**src/inc/lcr_pkg.sv**
```systemverilog
// constants for the line codec control and status register group
// assumes a single 100 MHz clock and a word-addressed avalon-mm slave port
//
// Overview of operation
// - metering hybrid gain in bits 6:4, 111 off
// - audio hybrid gain in bits 2:0, 111 off
// - bit 4 forces dc-dc converter off
// - bit 3 forces pll into free-run
// - bit 1 forces dc bias circuitry off
// - bit 0 forces line driver off
// - adc manual bit 5, on bit 4
// - dac manual bit 3, on bit 2
// - transamp manual bit 1, on bit 0
// - timer pending flags occupy bits 5 to 0
// - writing one clears a pending flag
// - transistor alarm flags occupy bits 7 to 2
// - loop closure bit 1, ring trip bit 0
// - indirect done flag sets on service completion
// - enable bit per flag masks interrupt
// - indirect service happens at 16 kHz tick
package lcr_pkg;

   // register indices; byte address is four times the index
   localparam logic [5:0] LCR_IDX_HYBRID = 6'h0b;
   localparam logic [5:0] LCR_IDX_PD1 = 6'h0e;
   localparam logic [5:0] LCR_IDX_PD2 = 6'h0f;
   localparam logic [5:0] LCR_IDX_IRQ1 = 6'h12;
   localparam logic [5:0] LCR_IDX_IRQ2 = 6'h13;
   localparam logic [5:0] LCR_IDX_IRQ3 = 6'h14;
   localparam logic [5:0] LCR_IDX_EN1 = 6'h15;
   localparam logic [5:0] LCR_IDX_EN2 = 6'h16;
   localparam logic [5:0] LCR_IDX_EN3 = 6'h17;

   // hybrid field positions
   localparam int LCR_HYB_MET_LSB = 4;
   localparam int LCR_HYB_AUD_LSB = 0;
   localparam logic [2:0] LCR_HYB_OFF = 3'h7;

   // powerdown control 1 bit positions
   localparam int LCR_PD1_CONV = 4;
   localparam int LCR_PD1_PLL = 3;
   localparam int LCR_PD1_BIAS = 1;
   localparam int LCR_PD1_LDRV = 0;

   // powerdown control 2 bit positions
   localparam int LCR_PD2_ADC_M = 5;
   localparam int LCR_PD2_ADC_ON = 4;
   localparam int LCR_PD2_DAC_M = 3;
   localparam int LCR_PD2_DAC_ON = 2;
   localparam int LCR_PD2_GM_M = 1;
   localparam int LCR_PD2_GM_ON = 0;

   // writable masks; reserved positions stay zero
   localparam logic [7:0] LCR_MASK_HYBRID = 8'h77;
   localparam logic [7:0] LCR_MASK_PD1 = 8'h1b;
   localparam logic [7:0] LCR_MASK_PD2 = 8'h3f;
   localparam logic [7:0] LCR_MASK_IRQ1 = 8'h3f;
   localparam logic [7:0] LCR_MASK_IRQ2 = 8'hff;
   localparam logic [7:0] LCR_MASK_IRQ3 = 8'h02;

   // indirect done flag position
   localparam int LCR_IRQ3_IND = 1;

   // reset values
   localparam logic [7:0] LCR_RST_HYBRID = 8'h00;
   localparam logic [7:0] LCR_RST_PD1 = 8'h00;
   localparam logic [7:0] LCR_RST_PD2 = 8'h00;
   localparam logic [7:0] LCR_RST_EN = 8'h00;

   // indirect update rate and clock
   localparam longint LCR_SYS_CLK_HZ = 100000000;
   localparam longint LCR_IND_RATE_HZ = 16000;
   localparam int LCR_IND_TICK_CYCLES = int'(LCR_SYS_CLK_HZ / LCR_IND_RATE_HZ);

   // bus handshake states
   typedef enum logic [1:0] {
      LCR_BUS_IDLE,
      LCR_BUS_ACK,
      LCR_BUS_DONE
   } lcr_bus_state_t;

endpackage

```
**src/logic/lcr_regs.sv**
```systemverilog
// control and status register group of the line codec
// assumes an avalon-mm master on sys_clk, word addressing, data in bits 7:0
// assumes timer events and indirect requests are pulses on sys_clk
// assumes alarm and line events are asynchronous levels
`timescale 1ns/1ps
module lcr_regs
   import lcr_pkg::*;
#(
   parameter int TICK_CYCLES = LCR_IND_TICK_CYCLES
) (
   input wire logic sys_clk,
   input wire logic rst_n,
   // avalon-mm slave
   input wire logic [5:0] avs_address,
   input wire logic avs_read,
   input wire logic avs_write,
   input wire logic [3:0] avs_byteenable,
   input wire logic [31:0] avs_writedata,
   output logic [31:0] avs_readdata,
   output logic avs_waitrequest,
   output logic irq,
   // event sources
   input wire logic [5:0] timer_events,
   input wire logic [7:0] alarm_line_events,
   input wire logic indirect_request,
   // automatic power decisions from the sequencer
   input wire logic adc_auto_on,
   input wire logic dac_auto_on,
   input wire logic transamp_auto_on,
   // hybrid controls
   output logic [2:0] metering_hybrid_gain,
   output logic [2:0] audio_hybrid_gain,
   output logic metering_hybrid_off,
   output logic audio_hybrid_off,
   // overrides
   output logic converter_force_off,
   output logic pll_force_freerun,
   output logic bias_force_off,
   output logic line_driver_force_off,
   // resolved converter and amplifier power
   output logic adc_power_en,
   output logic dac_power_en,
   output logic transamp_power_en,
   // indirect update strobe
   output logic indirect_service
);

   if (TICK_CYCLES < 2 || TICK_CYCLES > 65535) begin : g_bad_tick
      $error("lcr_regs tick count out of range");
   end

   // bus handshake

   lcr_bus_state_t bus_q; // handshake state
   lcr_bus_state_t bus_d;
   logic wait_q; // registered waitrequest
   logic [7:0] rdata_q; // registered read byte

   wire bus_req = avs_read | avs_write; // request present
   wire commit = avs_write & (bus_q == LCR_BUS_ACK); // write lands here
   wire wr_lane = commit & avs_byteenable[0]; // low byte written
   wire [7:0] wdata = avs_writedata[7:0]; // write byte

   // address hit, used by every register
   function automatic logic hit(input logic [5:0] addr, input logic [5:0] idx);
      hit = (addr == idx);
   endfunction

   // per register write strobes
   wire wr_hyb = wr_lane & hit(avs_address, LCR_IDX_HYBRID);
   wire wr_pd1 = wr_lane & hit(avs_address, LCR_IDX_PD1);
   wire wr_pd2 = wr_lane & hit(avs_address, LCR_IDX_PD2);
   wire wr_irq1 = wr_lane & hit(avs_address, LCR_IDX_IRQ1);
   wire wr_irq2 = wr_lane & hit(avs_address, LCR_IDX_IRQ2);
   wire wr_irq3 = wr_lane & hit(avs_address, LCR_IDX_IRQ3);
   wire wr_en1 = wr_lane & hit(avs_address, LCR_IDX_EN1);
   wire wr_en2 = wr_lane & hit(avs_address, LCR_IDX_EN2);
   wire wr_en3 = wr_lane & hit(avs_address, LCR_IDX_EN3);

   // handshake next state
   always_comb begin
      bus_d = bus_q;
      case (bus_q)
         LCR_BUS_IDLE: begin
            // a request gets one wait cycle
            if (bus_req) begin
               bus_d = LCR_BUS_ACK;
            end
         end
         LCR_BUS_ACK: begin
            // waitrequest low this cycle, access completes
            bus_d = LCR_BUS_DONE;
         end
         LCR_BUS_DONE: begin
            // one idle cycle so a held request is not taken twice
            bus_d = LCR_BUS_IDLE;
         end
         default: begin
            bus_d = LCR_BUS_IDLE;
         end
      endcase
   end

   // handshake registers
   always_ff @(posedge sys_clk or negedge rst_n) begin
      if (!rst_n) begin
         bus_q <= LCR_BUS_IDLE;
         wait_q <= 1'b1;
      end else begin
         bus_q <= bus_d;
         wait_q <= (bus_d != LCR_BUS_ACK);
      end
   end

   // control registers

   logic [7:0] hyb_q; // hybrid balance control
   logic [7:0] pd1_q; // powerdown override control
   logic [7:0] pd2_q; // converter power control
   logic [7:0] en1_q; // timer enables
   logic [7:0] en2_q; // alarm and line enables
   logic [7:0] en3_q; // indirect enable

   // plain read-write registers
   always_ff @(posedge sys_clk or negedge rst_n) begin
      if (!rst_n) begin
         hyb_q <= LCR_RST_HYBRID;
         pd1_q <= LCR_RST_PD1;
         pd2_q <= LCR_RST_PD2;
         en1_q <= LCR_RST_EN;
         en2_q <= LCR_RST_EN;
         en3_q <= LCR_RST_EN;
      end else begin
         if (wr_hyb) begin
            hyb_q <= wdata & LCR_MASK_HYBRID;
         end
         if (wr_pd1) begin
            pd1_q <= wdata & LCR_MASK_PD1;
         end
         if (wr_pd2) begin
            pd2_q <= wdata & LCR_MASK_PD2;
         end
         if (wr_en1) begin
            en1_q <= wdata & LCR_MASK_IRQ1;
         end
         if (wr_en2) begin
            en2_q <= wdata & LCR_MASK_IRQ2;
         end
         if (wr_en3) begin
            en3_q <= wdata & LCR_MASK_IRQ3;
         end
      end
   end

   // indirect update tick

   logic [15:0] tick_cnt_q; // cycles within one update period
   logic req_wait_q; // a request awaits the next update
   logic svc_q; // service strobe register

   wire tick = (tick_cnt_q == 16'(TICK_CYCLES - 1)); // update instant

   always_ff @(posedge sys_clk or negedge rst_n) begin
      if (!rst_n) begin
         tick_cnt_q <= 16'h0000;
         req_wait_q <= 1'b0;
         svc_q <= 1'b0;
      end else begin
         tick_cnt_q <= tick ? 16'h0000 : tick_cnt_q + 16'h0001;
         svc_q <= tick & (req_wait_q | indirect_request);
         // a request arriving on the tick is served there
         if (tick) begin
            req_wait_q <= 1'b0;
         end else if (indirect_request) begin
            req_wait_q <= 1'b1;
         end
      end
   end

   // pending flags

   wire [7:0] alarm_rise; // synced alarm and line edges
   wire [5:0] pend1; // timer pending flags
   wire [7:0] pend2; // alarm and line pending flags
   wire [0:0] pend3; // indirect done flag

   // edges of asynchronous alarm levels
   lcr_sync_edge #(
      .WIDTH(8)
   ) u_alarm_sync (
      .sys_clk(sys_clk),
      .rst_n(rst_n),
      .async_in(alarm_line_events),
      .rise_pulse(alarm_rise)
   );

   // timer flags bits 5 to 0
   lcr_pend_bank #(
      .WIDTH(6)
   ) u_pend1 (
      .sys_clk(sys_clk),
      .rst_n(rst_n),
      .set_pulse(timer_events),
      .clr_pulse({6{wr_irq1}} & wdata[5:0]),
      .pend(pend1)
   );

   lcr_pend_bank #(
      .WIDTH(8)
   ) u_pend2 (
      .sys_clk(sys_clk),
      .rst_n(rst_n),
      .set_pulse(alarm_rise),
      .clr_pulse({8{wr_irq2}} & wdata),
      .pend(pend2)
   );

   lcr_pend_bank #(
      .WIDTH(1)
   ) u_pend3 (
      .sys_clk(sys_clk),
      .rst_n(rst_n),
      .set_pulse(svc_q),
      .clr_pulse(wr_irq3 & wdata[LCR_IRQ3_IND]),
      .pend(pend3)
   );

   // status bytes as software sees them
   wire [7:0] stat1 = {2'b00, pend1};
   wire [7:0] stat2 = pend2;
   wire [7:0] stat3 = {6'b000000, pend3, 1'b0};

   // read path

   logic [7:0] rmux; // selected read byte

   // read select; unmapped reads return zero
   always_comb begin
      case (avs_address)
         LCR_IDX_HYBRID: rmux = hyb_q;
         LCR_IDX_PD1: rmux = pd1_q;
         LCR_IDX_PD2: rmux = pd2_q;
         LCR_IDX_IRQ1: rmux = stat1;
         LCR_IDX_IRQ2: rmux = stat2;
         LCR_IDX_IRQ3: rmux = stat3;
         LCR_IDX_EN1: rmux = en1_q;
         LCR_IDX_EN2: rmux = en2_q;
         LCR_IDX_EN3: rmux = en3_q;
         default: rmux = 8'h00;
      endcase
   end

   // read byte captured as waitrequest drops
   always_ff @(posedge sys_clk or negedge rst_n) begin
      if (!rst_n) begin
         rdata_q <= 8'h00;
      end else if (bus_q == LCR_BUS_IDLE && avs_read) begin
         rdata_q <= rmux;
      end
   end

   // interrupt output

   logic irq_q; // level interrupt

   wire irq_d = |(stat1 & en1_q) | |(stat2 & en2_q) | |(stat3 & en3_q);

   always_ff @(posedge sys_clk or negedge rst_n) begin
      if (!rst_n) begin
         irq_q <= 1'b0;
      end else begin
         irq_q <= irq_d;
      end
   end

   // control outputs

   logic [2:0] met_gain_q; // metering gain code
   logic [2:0] aud_gain_q; // audio gain code
   logic met_off_q; // metering hybrid disabled
   logic aud_off_q; // audio hybrid disabled
   logic conv_off_q; // converter forced off
   logic pll_fr_q; // pll forced free-run
   logic bias_off_q; // bias forced off
   logic ldrv_off_q; // line driver forced off
   logic adc_en_q; // adc powered
   logic dac_en_q; // dac powered
   logic gm_en_q; // transamp powered

   wire [2:0] met_code = hyb_q[LCR_HYB_MET_LSB +: 3];
   wire [2:0] aud_code = hyb_q[LCR_HYB_AUD_LSB +: 3];

   wire adc_d = pd2_q[LCR_PD2_ADC_M] ? pd2_q[LCR_PD2_ADC_ON] : adc_auto_on;
   wire dac_d = pd2_q[LCR_PD2_DAC_M] ? pd2_q[LCR_PD2_DAC_ON] : dac_auto_on;
   wire gm_d = pd2_q[LCR_PD2_GM_M] ? pd2_q[LCR_PD2_GM_ON] : transamp_auto_on;

   // registered copies of every control
   always_ff @(posedge sys_clk or negedge rst_n) begin
      if (!rst_n) begin
         met_gain_q <= 3'h0;
         aud_gain_q <= 3'h0;
         met_off_q <= 1'b0;
         aud_off_q <= 1'b0;
         conv_off_q <= 1'b0;
         pll_fr_q <= 1'b0;
         bias_off_q <= 1'b0;
         ldrv_off_q <= 1'b0;
         adc_en_q <= 1'b0;
         dac_en_q <= 1'b0;
         gm_en_q <= 1'b0;
      end else begin
         met_gain_q <= met_code;
         aud_gain_q <= aud_code;
         met_off_q <= (met_code == LCR_HYB_OFF);
         aud_off_q <= (aud_code == LCR_HYB_OFF);
         conv_off_q <= pd1_q[LCR_PD1_CONV];
         pll_fr_q <= pd1_q[LCR_PD1_PLL];
         bias_off_q <= pd1_q[LCR_PD1_BIAS];
         ldrv_off_q <= pd1_q[LCR_PD1_LDRV];
         adc_en_q <= adc_d;
         dac_en_q <= dac_d;
         gm_en_q <= gm_d;
      end
   end

   // port drive, all from flops
   assign avs_readdata = {24'h000000, rdata_q};
   assign avs_waitrequest = wait_q;
   assign irq = irq_q;
   assign metering_hybrid_gain = met_gain_q;
   assign audio_hybrid_gain = aud_gain_q;
   assign metering_hybrid_off = met_off_q;
   assign audio_hybrid_off = aud_off_q;
   assign converter_force_off = conv_off_q;
   assign pll_force_freerun = pll_fr_q;
   assign bias_force_off = bias_off_q;
   assign line_driver_force_off = ldrv_off_q;
   assign adc_power_en = adc_en_q;
   assign dac_power_en = dac_en_q;
   assign transamp_power_en = gm_en_q;
   assign indirect_service = svc_q;

endmodule

```
**src/logic/lcr_sync_edge.sv**
```systemverilog
// two-flop synchroniser with rising edge pulse per bit
// assumes inputs are asynchronous levels from the analog front end
`timescale 1ns/1ps
module lcr_sync_edge #(
   parameter int WIDTH = 8
) (
   input wire logic sys_clk,
   input wire logic rst_n,
   input wire logic [WIDTH-1:0] async_in,
   output logic [WIDTH-1:0] rise_pulse
);

   if (WIDTH < 1) begin : g_bad_width
      $error("lcr_sync_edge width must be at least one");
   end

   logic [WIDTH-1:0] meta_q; // first stage, read only by second
   logic [WIDTH-1:0] sync_q; // second stage
   logic [WIDTH-1:0] last_q; // previous synced level

   // synchroniser and edge history
   always_ff @(posedge sys_clk or negedge rst_n) begin
      if (!rst_n) begin
         meta_q <= '0;
         sync_q <= '0;
         last_q <= '0;
      end else begin
         meta_q <= async_in;
         sync_q <= meta_q;
         last_q <= sync_q;
      end
   end

   // low to high transition of synced level
   assign rise_pulse = sync_q & ~last_q;

endmodule

```
**src/logic/lcr_pend_bank.sv**
```systemverilog
// bank of sticky pending flags, write-one-to-clear
// assumes set and clear are single-cycle strobes on sys_clk
`timescale 1ns/1ps
module lcr_pend_bank #(
   parameter int WIDTH = 8
) (
   input wire logic sys_clk,
   input wire logic rst_n,
   input wire logic [WIDTH-1:0] set_pulse,
   input wire logic [WIDTH-1:0] clr_pulse,
   output logic [WIDTH-1:0] pend
);

   if (WIDTH < 1) begin : g_bad_width
      $error("lcr_pend_bank width must be at least one");
   end

   logic [WIDTH-1:0] pend_q; // sticky flags

   // one flop per flag
   for (genvar i = 0; i < WIDTH; i++) begin : g_flag
      always_ff @(posedge sys_clk or negedge rst_n) begin
         if (!rst_n) begin
            pend_q[i] <= 1'b0;
         end else if (set_pulse[i]) begin
            pend_q[i] <= 1'b1;
         end else if (clr_pulse[i]) begin
            pend_q[i] <= 1'b0;
         end
      end
   end

   assign pend = pend_q;

endmodule

```
**config.mk**
```make
export PLATFORM = sky130hd
export DESIGN_NAME = lcr_regs
export DESIGN_NICKNAME = d
export VERILOG_FILES = /design/src/inc/lcr_pkg.sv /design/src/logic/lcr_regs.sv /design/src/logic/lcr_sync_edge.sv /design/src/logic/lcr_pend_bank.sv
export SDC_FILE = /design/constraint.sdc
export NUM_CORES = 1
export LEC_CHECK = 0
export BUFFER_PORTS_ARGS = -buffer_cell sky130_fd_sc_hd__buf_2
export CORE_MARGIN = 5
export CORE_UTILIZATION = 57
export DETAILED_ROUTE_END_ITERATION = 10
export GPL_ROUTABILITY_DRIVEN = 0
export PLACE_DENSITY_LB_ADDON = 0.12
export SKIP_CTS_REPAIR_TIMING = 1
export SYNTH_ARGS = -nofsm -noshare
export SYNTH_HDL_FRONTEND = slang
export SYNTH_SLANG_ARGS = --single-unit
```
**constraint.sdc**
```tcl
create_clock -name sys_clk -period 3.52 [get_ports sys_clk]
set_input_delay 0.704 -clock sys_clk [delete_from_list [all_inputs] [get_ports sys_clk]]
set_output_delay 0.704 -clock sys_clk [all_outputs]
set_load 0.005 [all_outputs]
```
# Word level (Yosys, flattened, before mapping)
# Cells that the tools add are included.
# totals
ff_bits,115
input_bits,64
elab_cells,141
# op_classes
addsub,1
eq_ne,14
muxes,39
bitwise_logic,24
n_reduce_logical,21
# ops
operator,count
8-bit case mux with 9 select lines,1
6-bit by 5-bit == test with 1-bit output (second input constant),6
1-bit two-way mux,35
2-bit nonzero test,16
8-bit AND,3
8-bit OR reduction,3
6-bit by 4-bit == test with 1-bit output (second input constant),3
16-bit by 1-bit adder with 16-bit output (second input constant),1
16-bit by 13-bit == test with 1-bit output (second input constant),1
16-bit two-way mux,1
1-bit AND,13
6-bit AND,2
8-bit inverter,1
3-bit == test (second input constant),2
1-bit OR,4
2-bit case mux with 2 select lines,1
2-bit AND,1
2-bit by 1-bit == test with 1-bit output (second input constant),1
2-bit zero test,1
2-bit two-way mux,1
2-bit by 1-bit != test with 1-bit output (second input constant),1
1-bit logical AND,1

# Logic depth before layout (Yosys ltp)
# Gate-level depths: netlist of run 1.
# depth
depth_word,7
ltp_mapped,6

# Cells and area by module
# Synthesis of run 1 repeated with hierarchy kept, for this count alone.
# hier_totals
cells_unflattened,387
hier_area_um2,4868.4
# modules_own_cells
module,instances,cells_each,area_per_inst_um2,seq_area_each_um2
lcr_regs,1,310,3613.5,1903.1
lcr_sync_edge,1,32,710.7,600.6
lcr_pend_bank at u_pend2,1,24,290.3,200.2
lcr_pend_bank at u_pend1,1,18,217.7,150.1
lcr_pend_bank at u_pend3,1,3,36.3,25.0

# Worst setup path after synthesis of run 1
# No wires, ideal clock.
# synth_timing
path_type,input to register
from,input port avs_address[0]
to,register hyb_q[0]
t_arrival_ns,1.827
path_slack_ns,1.568
cell_stages,4
cell_sequence,buf_2 > nand4bb_1 > nor3_2 > mux2_2
# synth_via
elab_chain_len,2
# synth_lines
element,line_no,source
"start, declared",lcr_regs.sv:14,"input wire logic [5:0] avs_address,"
6-bit by 4-bit == test with 1-bit output,lcr_regs.sv:66,hit = (addr == idx);
1-bit AND,lcr_regs.sv:70,"wire wr_hyb = wr_lane & hit(avs_address, LCR_IDX_HYBRID);"
"end signal, assigned",lcr_regs.sv:135,hyb_q <= wdata & LCR_MASK_HYBRID;
"end, declared",lcr_regs.sv:117,logic [7:0] hyb_q;
# No other way between the ends.
# A chain may end at the register's enable or synchronous reset.

# Worst setup path in the final report of run 1
# layout_timing
from,register tick_cnt_q[1]
to,register tick_cnt_q[12]
# layout_via
elab_chain_len,2
word_cells_on_any_way,3
classes_between,1 x add/sub; 1 x eq/ne; 1 x mux
# layout_lines
element,line_no,source
"start, declared",lcr_regs.sv:157,logic [15:0] tick_cnt_q;
"start signal, assigned",lcr_regs.sv:169,tick_cnt_q <= tick ? 16'h0000 : tick_cnt_q + 16'h0001;
16-bit by 1-bit adder with 16-bit output or 16-bit by 13-bit == test with 1-bit output (tied branches),"lcr_regs.sv:169, lcr_regs.sv:161",
16-bit two-way mux *,lcr_regs.sv:169,
# Every way passes the cells marked *; elsewhere a longest branch is shown, timed or not.

==> impl_metrics.env, run 1 <==
export IMPL_layout_commonest_cell="dfrtp_1"
export IMPL_overflow=0
export IMPL_report_final_slew_viol_count=0
export IMPL_cts_htree_levels=4
export IMPL_final_cell_area_um2=5720
export IMPL_max_freq_ghz=0.505
export IMPL_synth_largest_area_cell="dfrtp_1"
export IMPL_fillCellCount=597
export IMPL_fin_crit_ps=1980
export IMPL_cp_required_ps=3910
export IMPL_power_density_nw_per_um2=574
export IMPL_netlist_area_um2=4810
export IMPL_grt_pass1_vias=3226
export IMPL_core_area_um2=8220
export IMPL_final_cell_mix="dfrtp_1, buf_2, mux2_2"
export IMPL_path_class="register to register"
export IMPL_worstPathMaxFanout=10
export IMPL_antenna_found_initial=0
export IMPL_clock_latency_ps=510
export IMPL_post_synth_top_area_fraction=0.593
export IMPL_setup_violations=0
export IMPL_clkTransAtPathRegs_ps=60
export IMPL_synthTopCellsByArea="dfrtp_1, mux2_2, buf_4"
export IMPL_dieArea_um2=10400
export IMPL_clock_path_buffers=2
export IMPL_postSynthAreaPerCell_um2=12.8
export IMPL_placed_cell_area_um2=5150
export IMPL_avgViaCountPerCell=5.66
export IMPL_nets=518
export IMPL_setup_worst_path_end_class="register"
export IMPL_ys_seq_area_frac=0.599
export IMPL_crit_path_start_kind="register"
export IMPL_root_buffer="clkbuf_8"
export IMPL_synth_edf_count=0
export IMPL_postRouteAntennaNets=0
export IMPL_finClkSkew_ps=4.93
export IMPL_grt_pass1_wl_um=16900
export IMPL_numCtsBuffers=17
export IMPL_drt_pre_antenna_iters=5
export IMPL_antennaDiodeCount=0
export IMPL_ys_seq_elements=115
export IMPL_vias=3227
export IMPL_cpMaxStageDelayCell="nor4_4"
export IMPL_cts_tree="yes"
export IMPL_portBuffers=62
export IMPL_die_y_um=102
export IMPL_drive_gt1_frac=0.312
export IMPL_dpl_hpwl_um=7260
export IMPL_yosys_most_used_dff="dfrtp_1"
export IMPL_p_leak_nw=2.71
export IMPL_ys_types=51
export IMPL_io_pins=114
export IMPL_max_slew_worst_pin_slew_ps=802
export IMPL_syn_inst=375
export IMPL_drt_wl_total_um=10500
export IMPL_status="finished, final reports clean"
export IMPL_holdCritPathClass="primary input to async pin"
export IMPL_rows=33
export IMPL_drt_iter0_drc=208
export IMPL_hold_viol_final=0
export IMPL_setup_tns_ps=0
export IMPL_min_period_over_period=0.562
export IMPL_post_drt_wl_per_cell_um=18.4
export IMPL_ys_warn_count=0
export IMPL_groute_usage_overall=0.217
export IMPL_drc=0
export IMPL_rsz0062_at_grt="no"
export IMPL_worstRegToRegCells=6
export IMPL_drv_cap=0
export IMPL_crit_chain="inv_1 -> ha_1 -> or3b_2 -> nor4_4 -> or2b_1 -> mux2i_1"
export IMPL_initial_core_util=0.585
export IMPL_arrival_ps=2370
export IMPL_syn2layout_area_growth_pct=19.1
export IMPL_r2r_slack_ps=1540
export IMPL_max_stage_delay_ps=540
export IMPL_numClockSinks=115
export IMPL_async_flop_share=1.00
export IMPL_ir_drop_uv=653
export IMPL_grt_max_degree=46
export IMPL_die_w_um=102
export IMPL_slew_headroom=0.461
-- worst max-delay path: cells and delay by family (launching register included) --
| family | cells | cell delay, ps |
|---|---|---|
| buf+inv | 1 | 60 |
| fa+ha+maj | 1 | 150 |
| flops | 1 | 400 |
| mux | 1 | 60 |
| simple gates | 3 | 1190 |
-- path summary, 6_finish.rpt --
path	startpoint	end
max	tick_cnt_q[1]$_DFF_PN0_	tick_cnt_q[12]$_DFF_PN0_
min	rst_n	bus_q[0]$_DFF_PN0_
max reg2reg	tick_cnt_q[1]$_DFF_PN0_	tick_cnt_q[12]$_DFF_PN0_
min reg2reg	u_alarm_sync.meta_q[5]$_DFF_PN0_	u_alarm_sync.sync_q[5]$_DFF_PN0_
max in group asynchronous	rst_n	metering_hybrid_gain[1]$_DFF_PN0_
min in group sys_clk	alarm_line_events[7]	u_alarm_sync.meta_q[7]$_DFF_PN0_
-- report_power, final --
group	switching, mW	internal (mW)	total (mW)
Combinational	0.134	0.0847	0.219
Clock	0.620	1.01	1.63
Sequential	0.0413	1.39	1.44
Total	0.795	2.49	3.28
-- area by class of cell --
| type | count | area, um2 | share of cell area |
|---|---|---|---|
| inverter | 15 | 56.3 | 0.00984 |
| tap | 105 | 131 | 0.0230 |
| sequential | 115 | 2880 | 0.503 |
| timing repair buffer | 64 | 328 | 0.0573 |
| clock buffer | 17 | 414 | 0.0724 |
| multi-input combinational | 239 | 1760 | 0.307 |
| clock inverter | 15 | 159 | 0.0278 |
-- through the flow --
stage,hold WS [ps],util,setup slack [ps],power [mW],instances
global route,151,0.697,1370,3.41,570
CTS,130,0.697,1490,3.31,570
detailed placement,336,0.627,1160,1.68,538
finish,125,0.697,1540,3.28,570
floorplan,331,-,1570,1.58,398
global placement,333,0.627,1170,1.67,538
-- per-layer routing --
metal,vias to the layer above,GRT usage,wire length (um)
met1,1587,0.306,4510
met2,152,0.331,4850
met4,0,0.0656,144
li1,1474,-,-
met5,-,0,0
met3,14,0.0621,954
-- logic make-up (layout without fill, tap and decap cells) --
| kind of cell | after synthesis | after routing | synth area share |
|---|---|---|---|
| and+or+nand+nor | 106 | 106 | 0.135 |
| buffers and inverters | 44 | 111 | 0.0539 |
| muxes | 38 | 38 | 0.0906 |
| other | 1 | 24 | 0.000780 |
| AOI/OAI and AO/OA | 57 | 57 | 0.0937 |
| adders and majority gates | 2 | 2 | 0.00520 |
| xor gates and xnor gates | 12 | 12 | 0.0219 |
| DFF | 115 | 115 | 0.599 |
-- flip-flops by register name, indices dropped and copies added (netlist names), 2 cells and up --
register	cells
pd2_q	6
metering_hybrid_gain	3
audio_hybrid_gain	3
u_alarm_sync.last_q	8
bus_q	2
u_pend2.pend	8
pd1_q	4
u_alarm_sync.sync_q	8
tick_cnt_q	16
u_pend1.pend	6
en2_q	8
u_alarm_sync.meta_q	8
en1_q	6
rdata_q	8
hyb_q	6
-- synthesized netlist by cell type, types with 2 or more instances --
cell type	instances
nor3_2	3
and3b_1	2
nor3_1	7
ha_1	2
nor2_1	19
a21o_1	7
mux2i_1	3
nand2b_1	6
xnor2_1	6
mux2_2	34
nor2b_1	4
nand4_1	5
a222oi_1	3
nor4_1	2
a22o_1	10
nand4bb_1	3
o21ai_0	5
inv_1	15
a221oi_1	5
nand3_1	6
xor2_1	6
clkbuf_1	2
buf_4	24
a22oi_1	16
dfrtp_1	114
a32oi_1	7
buf_2	3
nand2_1	27
nor4_4	2
and3_1	6
Power figures use the tool's default switching activity.
==> run 2: changes to the inputs <==
Settings changed: ABC_AREA set to 1, CORE_UTILIZATION 57 to 54.
Clock period 3.52 ns to 2.05 ns, I/O delays scaled along.
==> impl_metrics.env, run 2 <==
export IMPL_drive_gt1_frac=0.194
export IMPL_max_freq_ghz=0.591
export IMPL_synthMuxAreaShare=0
export IMPL_netlist_area_um2=5010
export IMPL_die_y_um=106
export IMPL_groute_usage_overall=0.204
export IMPL_ys_seq_elements=115
export IMPL_power_mw=5.95
export IMPL_cts_tree="yes"
export IMPL_nets=708
export IMPL_synth_most_common_cell="nand2_1"
export IMPL_p_int_mw=4.63
export IMPL_synth_top_family_by_area="simple AND/OR/NAND/NOR gates"
export IMPL_grt_pass1_wl_um=17900
export IMPL_yosys_most_used_dff="dfrtp_1"
export IMPL_multi_input_area_um2=1680
export IMPL_drt_pre_antenna_iters=5
export IMPL_fin_crit_ps=1690
export IMPL_hold_viol_final=37
export IMPL_vias=3842
export IMPL_worstPathMaxFanout=8
export IMPL_p_leak_nw=3.12
export IMPL_fillCellCount=761
export IMPL_cpMaxStageDelayCell="dfrtp_1"
export IMPL_layout_commonest_cell="nand2_1"
export IMPL_synth_simple_area_share=0.211
export IMPL_largest_reg_flops=16
export IMPL_cts_htree_levels=4
export IMPL_drt_iter0_drc=200
export IMPL_portBuffers=62
export IMPL_async_flop_share=1.00
export IMPL_ys_seq_area_frac=0.575
export IMPL_numClockSinks=115
export IMPL_synth_common_cells="nand2_1, dfrtp_1, inv_1"
export IMPL_report_final_slew_viol_count=0
export IMPL_crit_chain="nor2_2 -> nand3_1 -> inv_2 -> nand3_1 -> o21ai_0 -> o21ai_0"
export IMPL_path_buf_inv=1
export IMPL_holdCritPathClass="primary input to async pin"
export IMPL_setup_worst_path_end_class="register"
export IMPL_ys_warn_count=0
export IMPL_io_pins=114
export IMPL_synthXorXnorAreaFrac=0.0105
export IMPL_critPathTopFamily="simple AND/OR/NAND/NOR gates"
export IMPL_antenna_found_initial=0
export IMPL_top_register="tick_cnt_q"
export IMPL_clock_latency_ps=500
export IMPL_ys_types=30
export IMPL_synth_largest_area_cell="dfrtp_1"
export IMPL_clock_path_buffers=2
export IMPL_rows=35
export IMPL_synthTopCellsByArea="dfrtp_1, nand2_1, inv_1"
export IMPL_power_density_nw_per_um2=984
export IMPL_max_stage_delay_ps=380
export IMPL_p_sw_mw=1.32
export IMPL_place_inst=726
export IMPL_overflow=0
export IMPL_drt_wl_total_um=10700
export IMPL_failed_checks="negative hold slack"
export IMPL_postRouteAntennaNets=0
export IMPL_setup_violations=0
export IMPL_grt_pass1_vias=3703
export IMPL_instances_no_fill=766
export IMPL_arrival_ps=2060
export IMPL_combinationalPowerShare=0.072
export IMPL_avgViaCountPerCell=5.02
export IMPL_ir_drop_uv=617
export IMPL_post_synth_top_area_fraction=0.570
export IMPL_status="finished, violations left"
export IMPL_power_frac_seq=0.417
export IMPL_fin_hold_ws_ps=-63.0
export IMPL_postSynthAreaPerCell_um2=8.97
export IMPL_numCtsBuffers=17
export IMPL_cp_required_ps=2420
export IMPL_p_clk_frac=0.511
export IMPL_synth_compound_area_frac=0.0912
export IMPL_root_buffer="clkbuf_8"
export IMPL_max_slew_worst_pin_slew_ps=631
export IMPL_finClkSkew_ps=8.03
export IMPL_synthAdderAreaFrac=0.00500
export IMPL_path_class="register to register"
export IMPL_crit_path_start_kind="register"
export IMPL_seq_area_um2=2880
export IMPL_drv_cap=0
export IMPL_rsz0062_at_grt="no"
export IMPL_dpl_hpwl_um=7380
export IMPL_dieArea_um2=11300
export IMPL_core_area_um2=9150
export IMPL_die_w_um=106
export IMPL_syn_inst=558
export IMPL_clkTransAtPathRegs_ps=60
export IMPL_initial_core_util=0.547
export IMPL_final_cell_mix="nand2_1, dfrtp_1, inv_1"
export IMPL_synth_edf_count=0
export IMPL_post_drt_wl_per_cell_um=14.0
export IMPL_syn2layout_area_growth_pct=20.7
export IMPL_setup_tns_ps=0
export IMPL_slew_headroom=0.579
export IMPL_switching_share=0.222
export IMPL_drc=0
export IMPL_grt_max_degree=116
export IMPL_antennaDiodeCount=0
export IMPL_min_period_over_period=0.825
run 2: cell types whose count changed in the layout (fill, tap and decap cells not counted), sizes merged, moves of 8 or more:
cell / before / now
o21ai: 5 / 61
nand2: 27 / 145
mux2: 34 / 0
nand3: 6 / 39
nor2: 19 / 51
inv: 18 / 77
a22o: 10 / 0
dlygate4sd3: 0 / 8
a22oi: 16 / 0
run 2: routing by layer:
metal / share of wire / GRT usage / wire [um]
met5: 0 / 0 / 0
met4: 0.027 / 0.0879 / 286
met1: 0.42 / 0.265 / 4530
met2: 0.49 / 0.326 / 5270
met3: 0.059 / 0.0516 / 634
run 2: path summary, 6_finish.rpt:
kind,startpoint,end,slack [ps],cells after the start
worst min-delay path,rst_n,transamp_power_en$_DFF_PN0_,-60,2
worst max register to register,bus_q[1]$_DFF_PN0_,u_pend2.pend[1]$_DFFE_PN0P_,360,6
min in group sys_clk,timer_events[5],u_pend1.pend[5]$_DFFE_PN0P_,90,3
worst max-delay path,bus_q[1]$_DFF_PN0_,u_pend2.pend[1]$_DFFE_PN0P_,360,6
max in group asynchronous,rst_n,en1_q[2]$_DFFE_PN0P_,1590,2
worst min register to register,u_alarm_sync.meta_q[3]$_DFF_PN0_,u_alarm_sync.sync_q[3]$_DFF_PN0_,350,0
run 2: cell type report:
| cell class | instances | area share |
|---|---|---|
| inverters | 77 | 0.0478 |
| multi-input cells | 357 | 0.278 |
| repair buffers | 74 | 0.0721 |
| clock buffers | 23 | 0.0772 |
| well taps | 111 | 0.0230 |
| clock inverters | 9 | 0.0251 |
| flip-flops and latches | 115 | 0.476 |
run 2: kinds of logic (layout without fill, tap and decap cells):
kind of cell,Yosys count,in the layout
other cells,1,24
buf+inv,109,183
fa+ha+maj,2,2
simple gates,252,252
flops,115,115
xor+xnor,6,6
compound gates,73,73
run 2: through the flow:
stage | area [um2] | worst slack [ps] | utilization
floorplan | 5090 | 714 | -
finish | 6040 | 358 | 0.660
CTS | 5960 | 320 | 0.651
global route | 6040 | 188 | 0.660
global placement | 5340 | 287 | 0.584
detailed placement | 5340 | 272 | 0.584
run 2: power groups by stage:
stage	Combinational, mW	Sequential [mW]	Clock [mW]
4_1_cts	0.425	2.48	3.10
2_1_floorplan	0.249	2.51	0
3_5_place_dp	0.422	2.51	0
5_1_grt	0.489	2.49	3.24
3_3_place_gp	0.416	2.51	0
6_report	0.427	2.48	3.04
==> run 3: changes to the inputs <==
Settings changed: ABC_AREA 1 to 0, CORE_UTILIZATION 54 to 53.
Clock period 2.05 ns to 1.6 ns, I/O delays scaled along.
==> impl_metrics.env, run 3 (same netlist as run 1, synthesis figures left out) <==
export IMPL_path_class="register to register"
export IMPL_largest_reg_flops=16
export IMPL_postRouteAntennaNets=0
export IMPL_die_y_um=105
export IMPL_arrival_ps=2090
export IMPL_status="finished, violations left"
export IMPL_final_cell_mix="dfrtp_1, buf_2, buf_4"
export IMPL_root_buffer="clkbuf_8"
export IMPL_avgViaCountPerCell=5.57
export IMPL_cts_htree_levels=4
export IMPL_placed_cell_area_um2=5610
export IMPL_drt_wl_total_um=11800
export IMPL_report_final_slew_viol_count=0
export IMPL_finClkSkew_ps=8.47
export IMPL_worstPathMaxFanout=8
export IMPL_numClockSinks=115
export IMPL_portBuffers=62
export IMPL_nets=598
export IMPL_drive_gt1_frac=0.394
export IMPL_final_cell_area_um2=6560
export IMPL_setup_violations=32
export IMPL_p_leak_nw=3.17
export IMPL_drv_cap=0
export IMPL_worst_slack_ps=-86.4
export IMPL_hold_viol_final=0
export IMPL_cp_required_ps=2000
export IMPL_top_register="tick_cnt_q"
export IMPL_drt_pre_antenna_iters=5
export IMPL_grt_max_degree=64
export IMPL_drt_iter0_drc=254
export IMPL_overflow=0
export IMPL_max_freq_ghz=0.593
export IMPL_crit_path_start_kind="register"
export IMPL_layout_commonest_cell="dfrtp_1"
export IMPL_fillCellCount=575
export IMPL_antennaDiodeCount=0
export IMPL_clkTransAtPathRegs_ps=60
export IMPL_holdCritPathClass="primary input to register"
export IMPL_post_drt_wl_per_cell_um=18.0
export IMPL_dieArea_um2=11100
export IMPL_cts_tree="yes"
export IMPL_setup_worst_path_end_class="register"
export IMPL_die_w_um=105
export IMPL_antenna_found_initial=0
export IMPL_min_period_over_period=1.05
export IMPL_numCtsBuffers=17
export IMPL_place_inst=598
export IMPL_groute_usage_overall=0.216
export IMPL_fin_crit_ps=1690
export IMPL_drc=0
export IMPL_ir_drop_uv=996
export IMPL_grt_pass1_wl_um=18700
export IMPL_core_area_um2=8760
export IMPL_io_pins=114
export IMPL_instances_no_fill=653
export IMPL_initial_core_util=0.549
export IMPL_rows=34
export IMPL_vias=3634
export IMPL_clock_path_buffers=2
export IMPL_failed_checks="negative setup slack"
export IMPL_dpl_hpwl_um=8050
export IMPL_syn2layout_area_growth_pct=36.4
export IMPL_clock_latency_ps=520
export IMPL_power_density_nw_per_um2=1180
export IMPL_grt_pass1_vias=3554
export IMPL_rsz0062_at_grt="yes"
[run 3: worst max-delay path, cell delays in order, from the launching register on]
cell and delay, ps:
dfrtp_1 370, nand4b_4 300, buf_4 220, nor4_4 200
buf_4 210, nand2_1 80, a21o_1 190
[run 3: path summary, 6_finish.rpt]
check	endpoint	depth (start not counted)	slack [ps]	start
min in group asynchronous	bus_q[1]$_DFF_PN0_	2	210	rst_n
max in group asynchronous	u_alarm_sync.meta_q[5]$_DFF_PN0_	3	800	rst_n
worst min-delay path	avs_waitrequest$_DFF_PN1_	2	7	avs_read
worst max register to register	u_pend1.pend[0]$_DFFE_PN0P_	6	-90	bus_q[1]$_DFF_PN0_
worst max-delay path	u_pend1.pend[0]$_DFFE_PN0P_	6	-90	bus_q[1]$_DFF_PN0_
worst min register to register	u_alarm_sync.sync_q[5]$_DFF_PN0_	0	340	u_alarm_sync.meta_q[5]$_DFF_PN0_
[run 3: area by class of cell]
type                            instances  area (um2)  share of cell area
Sequential cell                       115        2880               0.439
Multi-Input combinational cell        239        1860               0.284
Timing Repair Buffer                  144        1010               0.155
Clock buffer                           22         453              0.0691
Clock inverter                         10         155              0.0237
Tap cell                              108         135              0.0206
Inverter                               15        56.3             0.00859
[run 3: where the power goes]
group	switching, mW	internal [mW]
logic	0.366	0.355
registers	0.0851	3.07
clock network	1.29	2.60
[run 3: per-stage QoR]
stage | utilization | hold slack (ps) | TNS (ps) | setup slack, ps | power, mW
finish | 0.748 | 6.75 | -1290 | -86.4 | 7.76
CTS | 0.709 | -341 | -1960 | -187 | 7.70
floorplan | - | 24.4 | -71.0 | -71.0 | 3.48
global placement | 0.640 | 203 | -1670 | -107 | 3.79
global route | 0.748 | 9.95 | -3680 | -147 | 8.06
detailed placement | 0.640 | 201 | -2580 | -146 | 3.81
[run 3: metal layers]
| layer | vias up | global-route usage | routed length (um) |
|---|---|---|---|
| met5 | - | 0 | 0 |
| met2 | 153 | 0.343 | 5670 |
| met4 | 0 | 0.0703 | 217 |
| li1 | 1627 | - | - |
| met3 | 26 | 0.0660 | 942 |
| met1 | 1828 | 0.286 | 4940 |
